--- src/serial_link_pkg.sv ---
// Notes on behaviour
// - Software sets serializer pre-emphasis strength level.
// - Disabled link: reset, lanes powered down, gated.
// - Enabling releases link with current settings.
// - SYSREF event resets multiframe or multiblock counter.
// - Receiver must know transmitter counter phase.
// - Subclass 0: counter free-runs, SYSREF ignored.
// - 8B/10B: SYNC starts code sync, then alignment.
// - Six alarm sources are detected.
// - Alarm bits stick until host writes one.
// - Unmasked alarms reach the fault summary.
// - Status pin in alarm mode shows alarms.
// - Channel clock mismatch sets clock upset flag; the code sets it only while the link is enabled and both channels are on.
// - Leaving sleep may set clock upset flag.
// - Lane FIFO pointer upset sets lane flag.
// - Re-enabling the link reinitializes lane FIFOs.
package serial_link_pkg;
    localparam int NUM_LANES = 8;
    localparam int NUM_ALARMS = 6;
    localparam int ADDR_W = 12;
    localparam int PERIOD_W = 16;
    localparam int CLK_W = 4;

    localparam logic [11:0] CTRL_OFFSET = 12'h000;
    localparam logic [11:0] ALARM_FLAGS_OFFSET = 12'h004;
    localparam logic [11:0] ALARM_MASK_OFFSET = 12'h008;
    localparam logic [11:0] LANE_FIFO_OFFSET = 12'h00c;
    localparam logic [11:0] STATUS_OFFSET = 12'h010;
    localparam logic [11:0] PERIOD_OFFSET = 12'h014;

    localparam int ALM_SAMPLE_PLL = 0;
    localparam int ALM_SERDES_PLL = 1;
    localparam int ALM_LINK_NOT_DATA = 2;
    localparam int ALM_SYSREF_REALIGN = 3;
    localparam int ALM_CLOCK_UPSET = 4;
    localparam int ALM_FIFO_ERROR = 5;

    localparam logic [31:0] CTRL_RESET = 32'h0000_0000;
    localparam logic [5:0] MASK_RESET = 6'h00;
    localparam logic [15:0] PERIOD_RESET = 16'h0020;
    localparam logic [2:0] ILAS_MULTIFRAMES = 3'h4;
    // Pins start locked, no SYNC request, so reset raises no false alarm.
    localparam logic [4:0] PINS_IDLE = 5'h0e;

    localparam logic [1:0] RESP_OKAY = 2'h0;
    localparam logic [1:0] RESP_SLVERR = 2'h2;

    typedef enum {LINK_OFF, LINK_CGS, LINK_ILAS, LINK_DATA} link_state_t;

    // Control word, bit 0 upward: enable, pre-emphasis, subclass 1,
    // 64B/66B encoding, channel A off, channel B off, status pin select.
    typedef struct packed {
        logic status_pin_select;
        logic channel_b_off;
        logic channel_a_off;
        logic encoding_64b66b;
        logic subclass1;
        logic [3:0] pre_emphasis_level;
        logic link_enable;
    } ctrl_t;

    localparam int CTRL_W = $bits(ctrl_t);

    // Asynchronous pins, synchronised together.
    typedef struct packed {
        logic sysref;
        logic sync_n;
        logic sample_pll_lock;
        logic serdes_pll_lock;
        logic global_sleep;
    } pins_t;

    function automatic logic [31:0] apply_strobe(
        input logic [31:0] old_word,
        input logic [31:0] new_word,
        input logic [3:0] strb
    );
        logic [31:0] merged;
        merged = old_word;
        for (int b = 0; b < 4; b++)
        begin
            if (strb[b])
            begin
                merged[b*8 +: 8] = new_word[b*8 +: 8];
            end
        end
        return merged;
    endfunction
endpackage

--- src/lmfc_timer.sv ---
`timescale 1ns/1ps
module lmfc_timer
    import serial_link_pkg::*;
(
    // Clock, reset and enable
    input wire logic aclk,
    input wire logic aresetn,
    input wire logic ce,
    // Control
    input wire logic run,
    input wire logic subclass1,
    input wire logic sysref_event,
    input wire logic [PERIOD_W-1:0] period,
    // Timing outputs
    output logic lmfc_edge,
    output logic realign
);
    logic [PERIOD_W-1:0] cnt_r;
    logic realign_r;
    logic at_end;

    assign at_end = (cnt_r >= period - 16'h0001);
    assign lmfc_edge = run && (cnt_r == '0);
    assign realign = realign_r;

    // Without subclass 1 the counter free-runs at whatever phase it woke
    // up in, so several devices are not aligned to each other.
    always_ff @(posedge aclk)
    begin
        if (!aresetn)
        begin
            cnt_r <= '0;
        end
        else if (ce)
        begin
            if (!run)
            begin
                cnt_r <= '0;
            end
            else if (subclass1 && sysref_event)
            begin
                cnt_r <= '0;
            end
            else
            begin
                cnt_r <= at_end ? '0 : cnt_r + 16'h0001;
            end
        end
    end

    // A SYSREF that lands off the expected phase moves the internal clocks.
    always_ff @(posedge aclk)
    begin
        if (!aresetn)
        begin
            realign_r <= 1'b0;
        end
        else if (ce)
        begin
            realign_r <= run && subclass1 && sysref_event && !at_end;
        end
    end
endmodule // lmfc_timer

--- src/serial_link_ctrl.sv ---
`timescale 1ns/1ps
module serial_link_ctrl
    import serial_link_pkg::*;
(
    // Clock, reset and enable
    input wire logic aclk,
    input wire logic aresetn,
    input wire logic ce,
    // AXI4-Lite slave
    input wire logic [ADDR_W-1:0] awaddr,
    input wire logic awvalid,
    output logic awready,
    input wire logic [31:0] wdata,
    input wire logic [3:0] wstrb,
    input wire logic wvalid,
    output logic wready,
    output logic [1:0] bresp,
    output logic bvalid,
    input wire logic bready,
    input wire logic [ADDR_W-1:0] araddr,
    input wire logic arvalid,
    output logic arready,
    output logic [31:0] rdata,
    output logic [1:0] rresp,
    output logic rvalid,
    input wire logic rready,
    // Asynchronous pins
    input wire logic sysref_pin,
    input wire logic sync_n_pin,
    input wire logic sample_pll_lock,
    input wire logic serdes_pll_lock,
    input wire logic global_sleep_pin,
    // Same-clock monitors
    input wire logic [CLK_W-1:0] chan_a_clocks,
    input wire logic [CLK_W-1:0] chan_b_clocks,
    input wire logic [NUM_LANES-1:0] lane_fifo_upset,
    input wire logic calib_status,
    // Link control
    output logic link_rst_n,
    output logic link_clk_en,
    output logic [NUM_LANES-1:0] serializer_pd,
    output logic [3:0] pre_emphasis_level,
    output logic lmfc_edge,
    output logic fifo_reinit,
    output logic [1:0] link_state,
    // Status
    output logic calibration_state_pin,
    output logic fault_summary
);
    ctrl_t ctrl_r;
    logic [NUM_ALARMS-1:0] alarm_flags_r;
    logic [NUM_ALARMS-1:0] alarm_mask_bits_r;
    logic [NUM_LANES-1:0] lane_fifo_error_flags_r;
    logic [PERIOD_W-1:0] period_r;
    pins_t pin_meta_r;
    pins_t pin_sync_r;
    logic sysref_d_r;
    logic sleep_d_r;
    logic link_en_d_r;
    logic fifo_reinit_r;
    logic fault_r;
    logic cal_pin_r;
    link_state_t state_r;
    logic [2:0] ilas_cnt_r;
    logic aw_held_r;
    logic w_held_r;
    logic [ADDR_W-1:0] awaddr_r;
    logic [31:0] wdata_r;
    logic [3:0] wstrb_r;
    logic bvalid_r;
    logic [1:0] bresp_r;
    logic rvalid_r;
    logic [1:0] rresp_r;
    logic [31:0] rdata_r;
    logic wr_fire;
    logic [ADDR_W-1:0] wr_addr;
    logic [ADDR_W-1:0] rd_addr;
    logic [31:0] ctrl_word;
    logic [31:0] wr_bits;
    logic [NUM_ALARMS-1:0] alarm_src;
    logic [NUM_ALARMS-1:0] alarm_clr;
    logic [NUM_LANES-1:0] lane_clr;
    logic sysref_event;
    logic realign;
    logic link_en;
    logic both_channels;
    logic sleep_exit;

    // Bus handshakes; a low clock enable stalls the AW, W and AR channels.
    assign awready = ce && !aw_held_r && !bvalid_r;
    assign wready = ce && !w_held_r && !bvalid_r;
    assign arready = ce && !rvalid_r;
    assign bvalid = bvalid_r;
    assign bresp = bresp_r;
    assign rvalid = rvalid_r;
    assign rresp = rresp_r;
    assign rdata = rdata_r;

    assign wr_fire = aw_held_r && w_held_r && !bvalid_r;
    assign wr_addr = {awaddr_r[ADDR_W-1:2], 2'b00};
    assign rd_addr = {araddr[ADDR_W-1:2], 2'b00};
    assign ctrl_word = {{(32-CTRL_W){1'b0}}, ctrl_r};
    assign wr_bits = apply_strobe(32'h0000_0000, wdata_r, wstrb_r);

    assign link_en = ctrl_r.link_enable;
    assign both_channels = !ctrl_r.channel_a_off && !ctrl_r.channel_b_off;
    assign sysref_event = pin_sync_r.sysref && !sysref_d_r;
    assign sleep_exit = sleep_d_r && !pin_sync_r.global_sleep;

    // The link sits in reset, unclocked and powered down while disabled.
    assign link_rst_n = link_en;
    assign link_clk_en = link_en;
    assign serializer_pd = {NUM_LANES{!link_en}};
    assign pre_emphasis_level = ctrl_r.pre_emphasis_level;
    assign fifo_reinit = fifo_reinit_r;
    assign link_state = 2'(state_r);
    assign fault_summary = fault_r;
    assign calibration_state_pin = cal_pin_r;

    // Write address and data may arrive in either order.
    always_ff @(posedge aclk)
    begin
        if (!aresetn)
        begin
            aw_held_r <= 1'b0;
            w_held_r <= 1'b0;
            awaddr_r <= '0;
            wdata_r <= '0;
            wstrb_r <= '0;
        end
        else if (ce)
        begin
            if (awvalid && awready)
            begin
                aw_held_r <= 1'b1;
                awaddr_r <= awaddr;
            end
            else if (wr_fire)
            begin
                aw_held_r <= 1'b0;
            end
            if (wvalid && wready)
            begin
                w_held_r <= 1'b1;
                wdata_r <= wdata;
                wstrb_r <= wstrb;
            end
            else if (wr_fire)
            begin
                w_held_r <= 1'b0;
            end
        end
    end

    always_ff @(posedge aclk)
    begin
        if (!aresetn)
        begin
            bvalid_r <= 1'b0;
            bresp_r <= RESP_OKAY;
        end
        else if (ce)
        begin
            if (wr_fire)
            begin
                bvalid_r <= 1'b1;
                case (wr_addr)
                    CTRL_OFFSET, ALARM_FLAGS_OFFSET, ALARM_MASK_OFFSET,
                    LANE_FIFO_OFFSET, STATUS_OFFSET, PERIOD_OFFSET:
                        bresp_r <= RESP_OKAY;
                    default:
                        bresp_r <= RESP_SLVERR;
                endcase
            end
            else if (bready)
            begin
                bvalid_r <= 1'b0;
            end
        end
    end

    // Writable configuration. Nothing stops software from touching it
    // while the link runs; changes then take effect mid-frame.
    always_ff @(posedge aclk)
    begin
        if (!aresetn)
        begin
            ctrl_r <= ctrl_t'(CTRL_RESET[CTRL_W-1:0]);
            alarm_mask_bits_r <= MASK_RESET;
            period_r <= PERIOD_RESET;
        end
        else if (ce && wr_fire)
        begin
            if (wr_addr == CTRL_OFFSET)
            begin
                ctrl_r <= ctrl_t'(CTRL_W'(apply_strobe(ctrl_word, wdata_r,
                    wstrb_r)));
            end
            if (wr_addr == ALARM_MASK_OFFSET && wstrb_r[0])
            begin
                alarm_mask_bits_r <= wdata_r[NUM_ALARMS-1:0];
            end
            if (wr_addr == PERIOD_OFFSET)
            begin
                period_r <= 16'(apply_strobe({16'h0000, period_r}, wdata_r,
                    wstrb_r));
            end
        end
    end

    always_ff @(posedge aclk)
    begin
        if (!aresetn)
        begin
            rvalid_r <= 1'b0;
            rresp_r <= RESP_OKAY;
            rdata_r <= '0;
        end
        else if (ce)
        begin
            if (arvalid && arready)
            begin
                rvalid_r <= 1'b1;
                rresp_r <= RESP_OKAY;
                case (rd_addr)
                    CTRL_OFFSET: rdata_r <= ctrl_word;
                    ALARM_FLAGS_OFFSET:
                        rdata_r <= {26'h0, alarm_flags_r};
                    ALARM_MASK_OFFSET:
                        rdata_r <= {26'h0, alarm_mask_bits_r};
                    LANE_FIFO_OFFSET:
                        rdata_r <= {24'h0, lane_fifo_error_flags_r};
                    STATUS_OFFSET:
                        rdata_r <= {26'h0, pin_sync_r.serdes_pll_lock,
                            pin_sync_r.sample_pll_lock, !pin_sync_r.sync_n,
                            2'(state_r), fault_r};
                    PERIOD_OFFSET: rdata_r <= {16'h0000, period_r};
                    default:
                    begin
                        rdata_r <= 32'h0000_0000;
                        rresp_r <= RESP_SLVERR;
                    end
                endcase
            end
            else if (rready)
            begin
                rvalid_r <= 1'b0;
            end
        end
    end

    // Pins are foreign to aclk; only the second stage is looked at.
    always_ff @(posedge aclk)
    begin
        if (!aresetn)
        begin
            pin_meta_r <= pins_t'(PINS_IDLE);
            pin_sync_r <= pins_t'(PINS_IDLE);
            sysref_d_r <= 1'b0;
            sleep_d_r <= 1'b0;
        end
        else if (ce)
        begin
            pin_meta_r <= {sysref_pin, sync_n_pin, sample_pll_lock,
                serdes_pll_lock, global_sleep_pin};
            pin_sync_r <= pin_meta_r;
            sysref_d_r <= pin_sync_r.sysref;
            sleep_d_r <= pin_sync_r.global_sleep;
        end
    end

    lmfc_timer timer_u (
        .aclk(aclk),
        .aresetn(aresetn),
        .ce(ce),
        .run(link_en),
        .subclass1(ctrl_r.subclass1),
        .sysref_event(sysref_event),
        .period(period_r),
        .lmfc_edge(lmfc_edge),
        .realign(realign)
    );

    // Link start-up. 64B/66B has no code-group phase, so it goes straight
    // to data on the first multiblock edge.
    always_ff @(posedge aclk)
    begin
        if (!aresetn)
        begin
            state_r <= LINK_OFF;
            ilas_cnt_r <= '0;
        end
        else if (ce)
        begin
            case (state_r)
                LINK_OFF:
                    if (link_en)
                    begin
                        state_r <= LINK_CGS;
                    end
                LINK_CGS:
                    if (ctrl_r.encoding_64b66b)
                    begin
                        if (lmfc_edge)
                        begin
                            state_r <= LINK_DATA;
                        end
                    end
                    else if (pin_sync_r.sync_n && lmfc_edge)
                    begin
                        state_r <= LINK_ILAS;
                        ilas_cnt_r <= '0;
                    end
                LINK_ILAS:
                    if (lmfc_edge)
                    begin
                        ilas_cnt_r <= ilas_cnt_r + 3'h1;
                        if (ilas_cnt_r == ILAS_MULTIFRAMES - 3'h1)
                        begin
                            state_r <= LINK_DATA;
                        end
                    end
                LINK_DATA: ;
                default: state_r <= LINK_OFF;
            endcase
            if (!link_en)
            begin
                state_r <= LINK_OFF;
            end
            else if (state_r != LINK_OFF && !ctrl_r.encoding_64b66b &&
                !pin_sync_r.sync_n)
            begin
                state_r <= LINK_CGS;
            end
        end
    end

    // Alarm sources and host clears; a new event beats a clear.
    always_comb
    begin
        alarm_src = '0;
        alarm_src[ALM_SAMPLE_PLL] = !pin_sync_r.sample_pll_lock;
        alarm_src[ALM_SERDES_PLL] = link_en && !pin_sync_r.serdes_pll_lock;
        alarm_src[ALM_LINK_NOT_DATA] = link_en && state_r != LINK_DATA;
        alarm_src[ALM_SYSREF_REALIGN] = realign;
        alarm_src[ALM_CLOCK_UPSET] = (link_en && both_channels &&
            chan_a_clocks != chan_b_clocks) || sleep_exit;
        alarm_src[ALM_FIFO_ERROR] = link_en && |lane_fifo_upset;
        alarm_clr = (ce && wr_fire && wr_addr == ALARM_FLAGS_OFFSET) ?
            wr_bits[NUM_ALARMS-1:0] : '0;
        lane_clr = (ce && wr_fire && wr_addr == LANE_FIFO_OFFSET) ?
            wr_bits[NUM_LANES-1:0] : '0;
    end

    always_ff @(posedge aclk)
    begin
        if (!aresetn)
        begin
            alarm_flags_r <= '0;
        end
        else if (ce)
        begin
            alarm_flags_r <= (alarm_flags_r & ~alarm_clr) | alarm_src;
        end
    end

    generate
        for (genvar l = 0; l < NUM_LANES; l++)
        begin : lane_g
            always_ff @(posedge aclk)
            begin
                if (!aresetn)
                begin
                    lane_fifo_error_flags_r[l] <= 1'b0;
                end
                else if (ce)
                begin
                    lane_fifo_error_flags_r[l] <=
                        (lane_fifo_error_flags_r[l] && !lane_clr[l]) ||
                        (link_en && lane_fifo_upset[l]);
                end
            end
        end
    endgenerate

    // Summary and status pin lag the flags by one cycle.
    always_ff @(posedge aclk)
    begin
        if (!aresetn)
        begin
            fault_r <= 1'b0;
            cal_pin_r <= 1'b0;
        end
        else if (ce)
        begin
            fault_r <= |(alarm_flags_r & ~alarm_mask_bits_r);
            cal_pin_r <= ctrl_r.status_pin_select ?
                |(alarm_flags_r & ~alarm_mask_bits_r) : calib_status;
        end
    end

    // A fresh enable restarts the lane FIFO pointers.
    always_ff @(posedge aclk)
    begin
        if (!aresetn)
        begin
            link_en_d_r <= 1'b0;
            fifo_reinit_r <= 1'b0;
        end
        else if (ce)
        begin
            link_en_d_r <= link_en;
            fifo_reinit_r <= link_en && !link_en_d_r;
        end
    end
endmodule // serial_link_ctrl

--- config.mk ---
export PLATFORM = sky130hd
export DESIGN_NAME = serial_link_ctrl
export DESIGN_NICKNAME = d
export VERILOG_FILES = /design/src/serial_link_pkg.sv /design/src/lmfc_timer.sv /design/src/serial_link_ctrl.sv
export SDC_FILE = /design/constraint.sdc
export NUM_CORES = 1
export LEC_CHECK = 0
export BUFFER_PORTS_ARGS = -buffer_cell sky130_fd_sc_hd__buf_2
export CAP_MARGIN = 25
export CORE_ASPECT_RATIO = 1.1
export CORE_MARGIN = 2
export CORE_UTILIZATION = 57
export CTS_BUF_LIST = sky130_fd_sc_hd__clkbuf_4 sky130_fd_sc_hd__clkbuf_8
export DETAILED_ROUTE_END_ITERATION = 10
export PLACE_DENSITY = 0.83
export SLEW_MARGIN = 20
export SYNTH_ARGS = -nofsm -noshare
export SYNTH_HDL_FRONTEND = slang
export SYNTH_SLANG_ARGS = --single-unit
--- constraint.sdc ---
create_clock -name aclk -period 4.55 [get_ports aclk]
set_input_delay 1.1375 -clock aclk [delete_from_list [all_inputs] [get_ports aclk]]
set_output_delay 1.1375 -clock aclk [all_outputs]
set_load 0.1 [all_outputs]
==> summary.md, run 1 <==
| Metric | Value |
|---|---|
| Met2 Use GR | 42.91% |
| Num CTS Buffers | 17 |
| Syn avg cell area | 8.768 um2 |
| Required time worst endpoint | 3.41 ns |
| Wirelength per Cell | 15.73 um |
| Grt total ovfl | 0 |
| Mapped Cells | 810 |
| Post-route DRC violation count | 0 |
| H-tree Lvls | 4 |
| Crit path DAT | 2.35 ns |
| P_leak | 3.416 nW |
| DIE HEIGHT | 121.1 um |
| Final worst slack | 1.061 ns |
| Cts hold-fix bufs | 0 |
| IO Port Bufs | 110 |
| Skew-Pair Late Insertion Delay | 0.47 ns |
| Initial Utilization | 58.76% |
| Mapped Area | 7102 um2 |
| Fraction of the yosys area taken by sequential cells | 37.77% |
| Post-CTS sizing | 0 |
| Clk network pwr share | 40.0% |
| Avg Vias per Cell | 5.622 |
| GR Util met3 | 6.743% |
| # fillers | 1008 |
| CTS tree | built |
| Root Buffer | clkbuf_8 |
| Unrepaired setup endpoints after global routing | false |
| Crit Path Class | register to output port |
| Unique masters post-synth | 67 |
| CP max stage delay | 0.46 ns |
| Net switching power | 0.7181 mW |
| Routability Congestion | 0.8742 |
| Worst setup startpoint | timer_u.cnt_r[0] |
| Rel. slew slack | 41.40% |
| Seq. cell area | 2683 um2 |
| Final Non-Filler Cells | 1059 |
| Multi-input gate area | 3980 um2 |
| Final period util | 76.68% |
| Fin util | 65.84% |
| Gate power share | 11.3% |
| Worst Hold Class | register to register |
| Post-DP HPWL | 12070 um |
| IO Pins | 151 |
| Pre-CTS WS | 1.129 ns |
| Switching share of power | 28.70% |
| Hold_sp | rdata[15] |
| Post-DP Area | 7564 um2 |
| First-pass GRT wire length | 26870 um |
| GR Util All Layers | 25.08% |
| Worst Skew | 0.01061 ns |
| Clk buf depth | 2 |
| Core area | 12090 um2 |
| Grt met1 use | 29.80% |
| Nets | 1008 |
| Synth Register Bits | 134 |
| Placed Cells | 1028 |
| Top Usage Layer GRT | met2 |
| Postcts setup bufs | 0 |
| Max Fclk | 0.2866 GHz |
| Total Power | 2.502 mW |
| Slew @ Worst Pin | 0.8725 ns |
| Post-synthesis async set-or-reset flop share | 0% |
| ANT cells | 0 |
| Final instance area | 7958 um2 |
| Max Slew Vio Count | 0 |
| Die width | 110.4 um |
| EDFF count, synth | 0 |
| Antenna Violating Nets Remaining | 0 |
| Vias in the first global route | 5529 |
| Critical path startpoint category | register |
| CP max stage cell | buf_2 |
| First drt pass iteration count | 5 |
| Vias | 5954 |
| Total Wirelength | 16660 um |
| Share of layout cells above drive strength 1 | 18.34% |
| Maxcap violations | 0 |
| R2r startpoint | period_r[2] |
| Fin. Hold Viols | 0 |
| Die area | 13370 um2 |
| WHS | 0.4544 ns |
| Setup-failing EPs final | 0 |
| Most used DFF post-synth | dfxtp_1 |
| Power Density | 314.4 nW/um2 |
| TritonCTS Sinks | 134 |
| Pint | 1.784 mW |
| Peak supply drop | 450.1 uV |
| Worst-path clk slew | 0.08 ns |
| Largest net degree at the start of global routing | 98 |
| Floorplan row count | 42 |
| CP cell instances | inv_1 > ha_1 > nor4b_1 > nand4_1 > nor4_4 > buf_2 |
| Min Tclk post-route | 3.489 ns |
| Setup_tns | 0 ns |
| Initial antenna violation count | 0 |
| Crit-path max FO | 5 |
| Synth Warn # | 0 |
| Critical Path End Type | output port |
| Status | completed |
| P&R area growth vs syn | 12.05% |
| Part of the power in registers | 48.7% |
| DRT iter0 DRCs | 395 |
## cell families after synthesis
logic type / after synthesis / share of synthesized area (%)
muxes: 59 / 8.316
buffers and inverters: 100 / 7.294
adders and majority gates: 25 / 4.405
AOI/OAI and AO/OA: 166 / 17.05
other: 1 / 0.05280
and+or+nand+nor: 305 / 22.64
xor gates and xnor gates: 20 / 2.467
DFF: 134 / 37.77
## layout make-up
type,count,area share [%]
Multi-Input combinational cell,593,50.02
Sequential cell,134,33.71
Timing Repair Buffer,115,7.390
Clock buffer,20,3.381
Tap cell,154,2.421
Clock inverter,11,1.572
Inverter,32,1.509
## cells in the final DEF (no fill, tap or decap), types with 25 or more instances in the layout
cell type	n
buf_2	110
dfxtp_1	134
ha_1	25
a21boi_0	49
o21ai_0	28
nor2b_1	42
nand2_1	117
nor2_1	37
mux2i_1	59
inv_1	31
## power by group through the flow
stage / clock network (mW) / registers [mW] / logic, mW
after detailed placement: 0 / 1.25 / 0.283
final: 1.00 / 1.22 / 0.283
after global placement: 0 / 1.25 / 0.280
after global routing: 1.06 / 1.22 / 0.300
after floorplan: 0 / 1.29 / 0.187
after CTS: 1.01 / 1.22 / 0.283
## state kept, by name, indices dropped and copies added (netlist names), 3 cells and up
register                 flops
alarm_flags_r                6
alarm_mask_bits_r            6
awaddr_r                    10
ctrl_r                       5
ilas_cnt_r                   3
lane_fifo_error_flags_r      8
period_r                    16
pin_meta_r                   5
pin_sync_r                   5
pre_emphasis_level           4
rdata                       16
timer_u.cnt_r               16
wdata_r                     16
## routing by layer
metal | routed length, um | vias to the layer above
li1 | - | 2968
met1 | 7058 | 2764
met2 | 8153 | 176
met3 | 959 | 46
met4 | 483 | 0
met5 | 0 | -
## cell usage after synthesis, types with 4 or more instances
cell type	number	area, um2
nor2b_1	42	262.8
ha_1	25	312.8
a211oi_1	6	45.04
nand3_1	19	95.09
nand2_1	117	439.2
nand2b_1	8	50.05
and3_1	4	25.02
mux2i_1	59	590.6
nor2_1	37	138.9
a21boi_0	49	367.9
dfxtp_1	134	2683
clkbuf_1	29	108.9
xnor2_1	11	96.34
o21a_1	14	105.1
buf_4	31	232.7
nand4_1	4	25.02
a22o_1	4	35.03
a21o_1	4	30.03
nor4b_1	6	52.55
a21oi_1	12	60.06
or3_1	8	50.05
o2bb2ai_1	5	43.79
nor3_1	12	60.06
a2111oi_0	7	61.31
a211o_1	5	43.79
o21ai_0	28	140.1
nor4_1	15	93.84
xor2_1	9	78.83
inv_1	31	116.4
and2_1	10	62.56
## critical path, delay by kind of cell (launching register included)
kind                     cells  cell delay (ns)
AND/OR/NAND/NOR              3             0.80
buffers and inverters        2             0.59
flip-flops                   1             0.35
adder cells (fa/ha/maj)      1             0.15
## worst paths after layout
check / depth (start not counted) / to / slack, ns
hold / removal: 2 / rdata[15] / 0.45
setup reg to reg: 12 / timer_u.cnt_r[5] / 1.07
setup / recovery: 6 / lmfc_edge / 1.06
hold reg to reg: 2 / rdata[15] / 0.45
(Power assumes the default switching activity.)
==> inputs of run 2 (changes only) <==
--- a/config.mk
+++ b/config.mk
@@ -9,10 +9,10 @@
 export CAP_MARGIN = 25
 export CORE_ASPECT_RATIO = 1.1
 export CORE_MARGIN = 2
-export CORE_UTILIZATION = 57
+export CORE_UTILIZATION = 51
 export CTS_BUF_LIST = sky130_fd_sc_hd__clkbuf_4 sky130_fd_sc_hd__clkbuf_8
 export DETAILED_ROUTE_END_ITERATION = 10
-export PLACE_DENSITY = 0.83
+export PLACE_DENSITY = 0.78
 export SLEW_MARGIN = 20
 export SYNTH_ARGS = -nofsm -noshare
 export SYNTH_HDL_FRONTEND = slang
==> constraint.sdc (replaced) <==
create_clock -name aclk -period 3 [get_ports aclk]
set_input_delay 0.75 -clock aclk [delete_from_list [all_inputs] [get_ports aclk]]
set_output_delay 0.75 -clock aclk [all_outputs]
set_load 0.1 [all_outputs]
==> run 2 against run 1 <==
The flow now finishes with violations (setup timing). Sequential power increased by 52%. Design area increased by 7.8%. Die area increased by 11%. Sequential share of layout area decreased by 2.4 points. Final cell count increased by 6.0%. Wire length increased by 4.3%. Utilization decreased by 3.1 points. Worst hold slack got worse by 0.0016 ns.
==> summary.md, run 2 (synthesized netlist as in run 1, its figures left out) <==
| Metric | Value |
|---|---|
| Status | finished with violations |
| Failing checks | setup timing |
| Power Density | 457.4 nW/um2 |
| R2r startpoint | period_r[6] |
| Worst R2R Path Depth | 12 |
| Fin util | 62.69% |
| Pint | 2.808 mW |
| Max Fclk | 0.3190 GHz |
| Crit Path Class | register to register |
| Worst setup startpoint | period_r[6] |
| Critical path startpoint category | register |
| Post-route DRC violation count | 0 |
| Final worst slack | -0.1351 ns |
| P_leak | 3.649 nW |
| Net switching power | 1.116 mW |
| Min Tclk post-route | 3.135 ns |
| Switching share of power | 28.44% |
| Most frequent cells in the layout | dfxtp_1, nand2_1, buf_2 |
| Total Power | 3.923 mW |
| Critical Path End Type | register |
| Rel. slew slack | 49.45% |
| Slew @ Worst Pin | 0.7525 ns |
| First-pass GRT wire length | 28120 um |
| Root Buffer | clkbuf_8 |
| Setup_tns | -1.132 ns |
| Initial Utilization | 51.91% |
| IO Pins | 151 |
| Wirelength per Cell | 15.47 um |
| Worst Skew | 0.01299 ns |
| First drt pass iteration count | 5 |
| Core area | 13680 um2 |
| Max Slew Vio Count | 0 |
| CP endpoint | timer_u.cnt_r[7] |
| Unrepaired setup endpoints after global routing | true |
| Peak supply drop | 300.6 uV |
| Setup-failing EPs final | 13 |
| Placed Cells | 1085 |
| Crit-path max FO | 8 |
| DRT iter0 DRCs | 397 |
| # fillers | 1155 |
| Worst r2r dst | timer_u.cnt_r[7] |
| P&R area growth vs syn | 20.77% |
| Skew-Pair Late Insertion Delay | 0.46 ns |
| Routability Congestion | 0.8939 |
| Required time worst endpoint | 3.36 ns |
| DIE HEIGHT | 127.8 um |
| Largest net degree at the start of global routing | 69 |
| ANT cells | 0 |
| Commonest non-fill, non-tap cell in the layout | dfxtp_1 |
| GR Util All Layers | 24.32% |
| Final period util | 104.5% |
| Worst-path clk slew | 0.08 ns |
| Gate power share | 11.3% |
| CTS tree | built |
| Part of the power in registers | 47.1% |
| TritonCTS Sinks | 134 |
| Fin. Hold Viols | 0 |
| Reg2Reg Setup Slack | -0.14 ns |
| Nets | 1037 |
| Initial antenna violation count | 0 |
| Num CTS Buffers | 17 |
| Clk buf depth | 2 |
| Final Non-Filler Cells | 1123 |
| Total Wirelength | 17370 um |
| Grt total ovfl | 0 |
| Avg Vias per Cell | 5.375 |
| Post-DP HPWL | 12500 um |
| Clk network pwr share | 41.5% |
| Antenna Violating Nets Remaining | 0 |
| Vias in the first global route | 5635 |
| Die area | 14890 um2 |
| Vias | 6036 |
| H-tree Lvls | 4 |
| Die width | 116.5 um |
| Floorplan row count | 45 |
| IO Port Bufs | 110 |
| Worst Hold Class | register to register |
| Crit path DAT | 3.50 ns |
| Maxcap violations | 0 |
| Share of layout cells above drive strength 1 | 24.28% |
-- run 2: changes by cell type in the layout (fill, tap and decap cells not counted), sizes merged --
cell	change
bufinv	+1
clkinvlp	-1
inv	+3
buf	+28
clkinv	-1
-- run 2: through the flow --
stage               hold WS (ns)  area [um2]  worst slack (ns)
global placement          0.4389        7908           -0.1444
detailed placement        0.4448        7908           -0.2226
global route              0.4783        8577           -0.2418
CTS                       0.4559        8421           -0.1723
floorplan                 0.4413        7244           -0.3542
finish                    0.4528        8577           -0.1351
-- run 2: power groups by stage --
stage / clock network [mW] / registers, mW / logic (mW)
floorplan: 0 / 1.95 / 0.284
global placement: 0 / 1.89 / 0.441
detailed placement: 0 / 1.89 / 0.444
CTS: 1.65 / 1.85 / 0.446
global route: 1.72 / 1.85 / 0.474
finish: 1.63 / 1.85 / 0.445
-- run 2: timing repair --
| action | in CTS | in global routing |
|---|---|---|
| buffers inserted | 1 | 4 |
| hold buffers | 0 | 0 |
| gates cloned | 1 | 1 |
| pin swaps | 6 | 17 |
| gates resized for setup | 18 | 19 |
| setup endpoints to repair | 18 | 18 |
-- run 2: worst min-delay path by stage --
stage	to	startpoint	cells past startpoint
finish	rdata[15]	rdata[15]	2
global route	rdata[15]	rdata[15]	2
CTS	rdata[15]	rdata[15]	2
detailed placement	rdata[15]	rdata[15]	2
global placement	rdata[15]	rdata[15]	2
floorplan	pin_meta_r[1]	pin_meta_r[1]	2
-- run 2: layout make-up --
cell class	instances	area (um2)	share of cell area (%)
clock buffer	19	261.5	3.049
clock inverter	13	168.9	1.969
inverter	32	120.1	1.400
multi-input combinational	593	4202	48.99
sequential	134	2685	31.31
tap	188	235.2	2.743
timing repair buffer	144	904.6	10.55
-- run 2: worst max-delay path: stages, from the launching register on --
cell	delay, ns
dfxtp_2	0.32
or4_4	0.54
or3_4	0.36
nor4_4	0.15
xnor2_1	0.12
ha_2	0.34
and4_4	0.25
nand2_4	0.08
o311ai_4	0.34
buf_12	0.18
buf_4	0.12
nor2_4	0.04
a22o_1	0.19
-- run 2: metal layers --
layer  vias up  track usage (%)  part of all wire, %
met5         -                0                    0
met4         0            7.913                  1.8
met3        27            6.478                  5.1
met2       157            40.29                   50
met1      2827            30.69                   43
li1       3025                -                    -
==> inputs of run 3 (changes only) <==
--- a/config.mk
+++ b/config.mk
@@ -12,8 +12,9 @@
 export CORE_UTILIZATION = 51
 export CTS_BUF_LIST = sky130_fd_sc_hd__clkbuf_4 sky130_fd_sc_hd__clkbuf_8
 export DETAILED_ROUTE_END_ITERATION = 10
-export PLACE_DENSITY = 0.78
+export PLACE_DENSITY = 0.79
 export SLEW_MARGIN = 20
 export SYNTH_ARGS = -nofsm -noshare
 export SYNTH_HDL_FRONTEND = slang
+export SYNTH_HIERARCHICAL = 1
 export SYNTH_SLANG_ARGS = --single-unit
==> run 3 against run 2 <==
The run still ends with setup timing left. Worst hold slack lost 0.0040 ns. Maximum frequency decreased by 1.2%. Clock power is essentially flat. Global-route usage increased by 0.25 points. Wire length grew 2.9%. Non-clock buffer count shrank 1. Synthesized area fell by 3.6%. First-iteration DRC count increased by 25%. Die area fell by 3.5%. Highest routed layer unchanged. Total power up 1.0%. Final cell count decreased by 1.6%.
==> summary.md, run 3 <==
| Metric | Value |
|---|---|
| DRT iter0 DRCs | 497 |
| Maxcap violations | 0 |
| Slew @ Worst Pin | 0.7349 ns |
| Pint | 2.894 mW |
| Post-synthesis async set-or-reset flop share | 0% |
| Core area | 13160 um2 |
| Worst R2R Path Depth | 13 |
| Mapped Cells | 827 |
| R2r startpoint | period_r[7] |
| Post-synthesis mux area share | 3.510% |
| Adder-Cell Fraction of Synth Area | 4.753% |
| Worst r2r dst | timer_u/cnt_r[5] |
| Fin. Hold Viols | 0 |
| Post-route DRC violation count | 0 |
| Final worst slack | -0.1736 ns |
| Depth of the worst hold-timing path | 2 |
| Gate power share | 11.7% |
| Net switching power | 1.068 mW |
| Switching share of power | 26.96% |
| Fraction of the yosys area taken by sequential cells | 39.20% |
| P&R area growth vs syn | 17.68% |
| First-pass GRT wire length | 28240 um |
| Part of the power in registers | 46.8% |
| Most frequent cell after synthesis | dfxtp_1 |
| Root Buffer | clkbuf_8 |
| Unrepaired setup endpoints after global routing | true |
| Cts hold-fix bufs | 0 |
| P_leak | 3.268 nW |
| Top cells by area, synth | dfxtp_1, a21oi_1, nand2_1 |
| Required time worst endpoint | 3.39 ns |
| H-tree Lvls | 4 |
| Wirelength per Cell | 16.18 um |
| Worst Hold Class | register to register |
| Max Slew Vio Count | 0 |
| Grt total ovfl | 0 |
| Power Density | 492.0 nW/um2 |
| Synth Register Bits | 134 |
| Die area | 14360 um2 |
| Crit path DAT | 3.56 ns |
| Nets | 1047 |
| CTS tree | built |
| Reg2Reg Setup Slack | -0.17 ns |
| Mapped Area | 6844 um2 |
| WHS | 0.4488 ns |
| Clk buf depth | 2 |
| Max Fclk | 0.3151 GHz |
| Num CTS Buffers | 17 |
| Crit Path Class | register to register |
| Worst setup startpoint | period_r[7] |
| Commonest non-fill, non-tap cell in the layout | dfxtp_1 |
| Synth Warn # | 6 |
| Most used DFF post-synth | dfxtp_1 |
| Rel. slew slack | 51.01% |
| Largest net degree at the start of global routing | 38 |
| Skew-Pair Late Insertion Delay | 0.45 ns |
| Synth top cells by count | dfxtp_1, nand2_1, a21oi_1, nand3_1, o21ai_0 |
| Largest family of logic cells by synthesized area | simple AND/OR/NAND/NOR gates |
| Sink of the worst hold path | rdata[10] |
| Status | finished with violations |
| Area share of the largest cell type after synthesis | 39.20% |
| Unique masters post-synth | 63 |
| Initial Utilization | 52.02% |
| IO Pins | 151 |
| Worst Skew | 0.009077 ns |
| Peak supply drop | 291.6 uV |
| Failing checks | setup timing |
| Syn avg cell area | 8.276 um2 |
| Total Wirelength | 17880 um |
| TritonCTS Sinks | 134 |
| Final period util | 105.8% |
| ANT cells | 0 |
| Crit-path max FO | 6 |
| Post-DP HPWL | 12930 um |
| Synth area leader | dfxtp_1 |
| Routability Congestion | 0.9114 |
| Share of layout cells above drive strength 1 | 21.29% |
| Avg Vias per Cell | 5.760 |
| Antenna Violating Nets Remaining | 0 |
| Critical path startpoint category | register |
| Clk network pwr share | 41.6% |
| First drt pass iteration count | 6 |
| IO Port Bufs | 110 |
| Critical Path End Type | register |
| Vias in the first global route | 5782 |
| Xor and xnor fraction of the mapped netlist area | 2.815% |
| DIE HEIGHT | 125.5 um |
| Worst-path clk slew | 0.07 ns |
| Initial antenna violation count | 0 |
| Compound-gate portion of the synthesized area | 19.89% |
| Most frequent cells in the layout | dfxtp_1, nand2_1, buf_2 |
| EDFF count, synth | 0 |
| Floorplan row count | 44 |
| Vias | 6365 |
| Setup-failing EPs final | 10 |
| Simple-Gate Fraction of Synth Area | 22.32% |
| Die width | 114.5 um |
| Hold_sp | rdata[10] |
| Pre-CTS WS | -0.2084 ns |
| Total Power | 3.962 mW |
| Min Tclk post-route | 3.174 ns |
| GR Util All Layers | 24.57% |
## run 3: changes by cell type after synthesis, moves of 17 or more
cell and change:
nor2b_1 -31, o21ai_0 +17, nand3_1 +34, a21oi_1 +86, mux2i_1 -35, a21boi_0 -48
## run 3: cells by family after synthesis
kind of cell	after synthesis
mux	24
flops	134
xor+xnor	22
fa+ha+maj	26
simple gates	298
other cells	1
compound gates	224
buf+inv	98
## run 3: how the worst max path moves through the flow
stage / end / slack (ns) / cells past startpoint
after floorplan: timer_u/cnt_r[6] / 0.02 / 13
final: timer_u/cnt_r[5] / -0.17 / 13
after global routing: timer_u/cnt_r[10] / -0.28 / 13
after global placement: timer_u/cnt_r[6] / -0.11 / 13
after CTS: timer_u/cnt_r[5] / -0.13 / 13
after detailed placement: timer_u/cnt_r[10] / -0.21 / 13
## run 3: routing by layer
metal | vias up | part of all wire, % | global-route usage [%]
met4 | 0 | 1.9 | 8.321
met3 | 35 | 6.0 | 5.187
met2 | 240 | 49 | 40.76
li1 | 3115 | - | -
met5 | - | 0 | 0
met1 | 2975 | 43 | 31.59
## run 3: stage by stage
stage                     utilization [%]  TNS (ns)  instances  instance area (um2)
after floorplan                         -         0        844                 6934
after global placement              57.49   -0.8852       1071                 7565
after detailed placement            57.49    -1.557       1071                 7565
after CTS                           61.06   -0.7584       1104                 8034
after global routing                61.21    -2.994       1105                 8054
final                               61.21    -1.179       1105                 8054
## run 3: power groups by stage
stage               Sequential [mW]  Clock [mW]  Combinational [mW]
global placement               1.89           0               0.456
CTS                            1.85        1.66               0.462
detailed placement             1.89           0               0.459
global route                   1.86        1.74               0.493
finish                         1.85        1.65               0.463
floorplan                      1.94           0               0.297
## run 3: area by class of cell
type                    count  area [um2]
multi-input cells         612        3770
flip-flops and latches    134        2683
inverters                  23       86.33
fillers                  1169        5104
clock inverters             7       116.4
repair buffers            143       872.1
clock buffers              25       325.3
well taps                 161       201.4
## run 3: timing repair
item | in CTS | in global routing
buffers inserted | 1 | 1
pin swaps | 1 | 4
endpoints found under the setup margin | 14 | 17
gates resized for setup | 4 | 4
## run 3: worst max-delay path, stage by stage (launching register included)
cell and delay, ns:
dfxtp_1 0.31, or4_4 0.55, nor3_4 0.19, nand2_2 0.10, nor3_2 0.12, xnor2_1 0.16, ha_1 0.27, a211o_1 0.31
a211oi_2 0.25, and3_1 0.21, nand3_1 0.11, buf_4 0.19, nor4_2 0.25, a21o_1 0.11
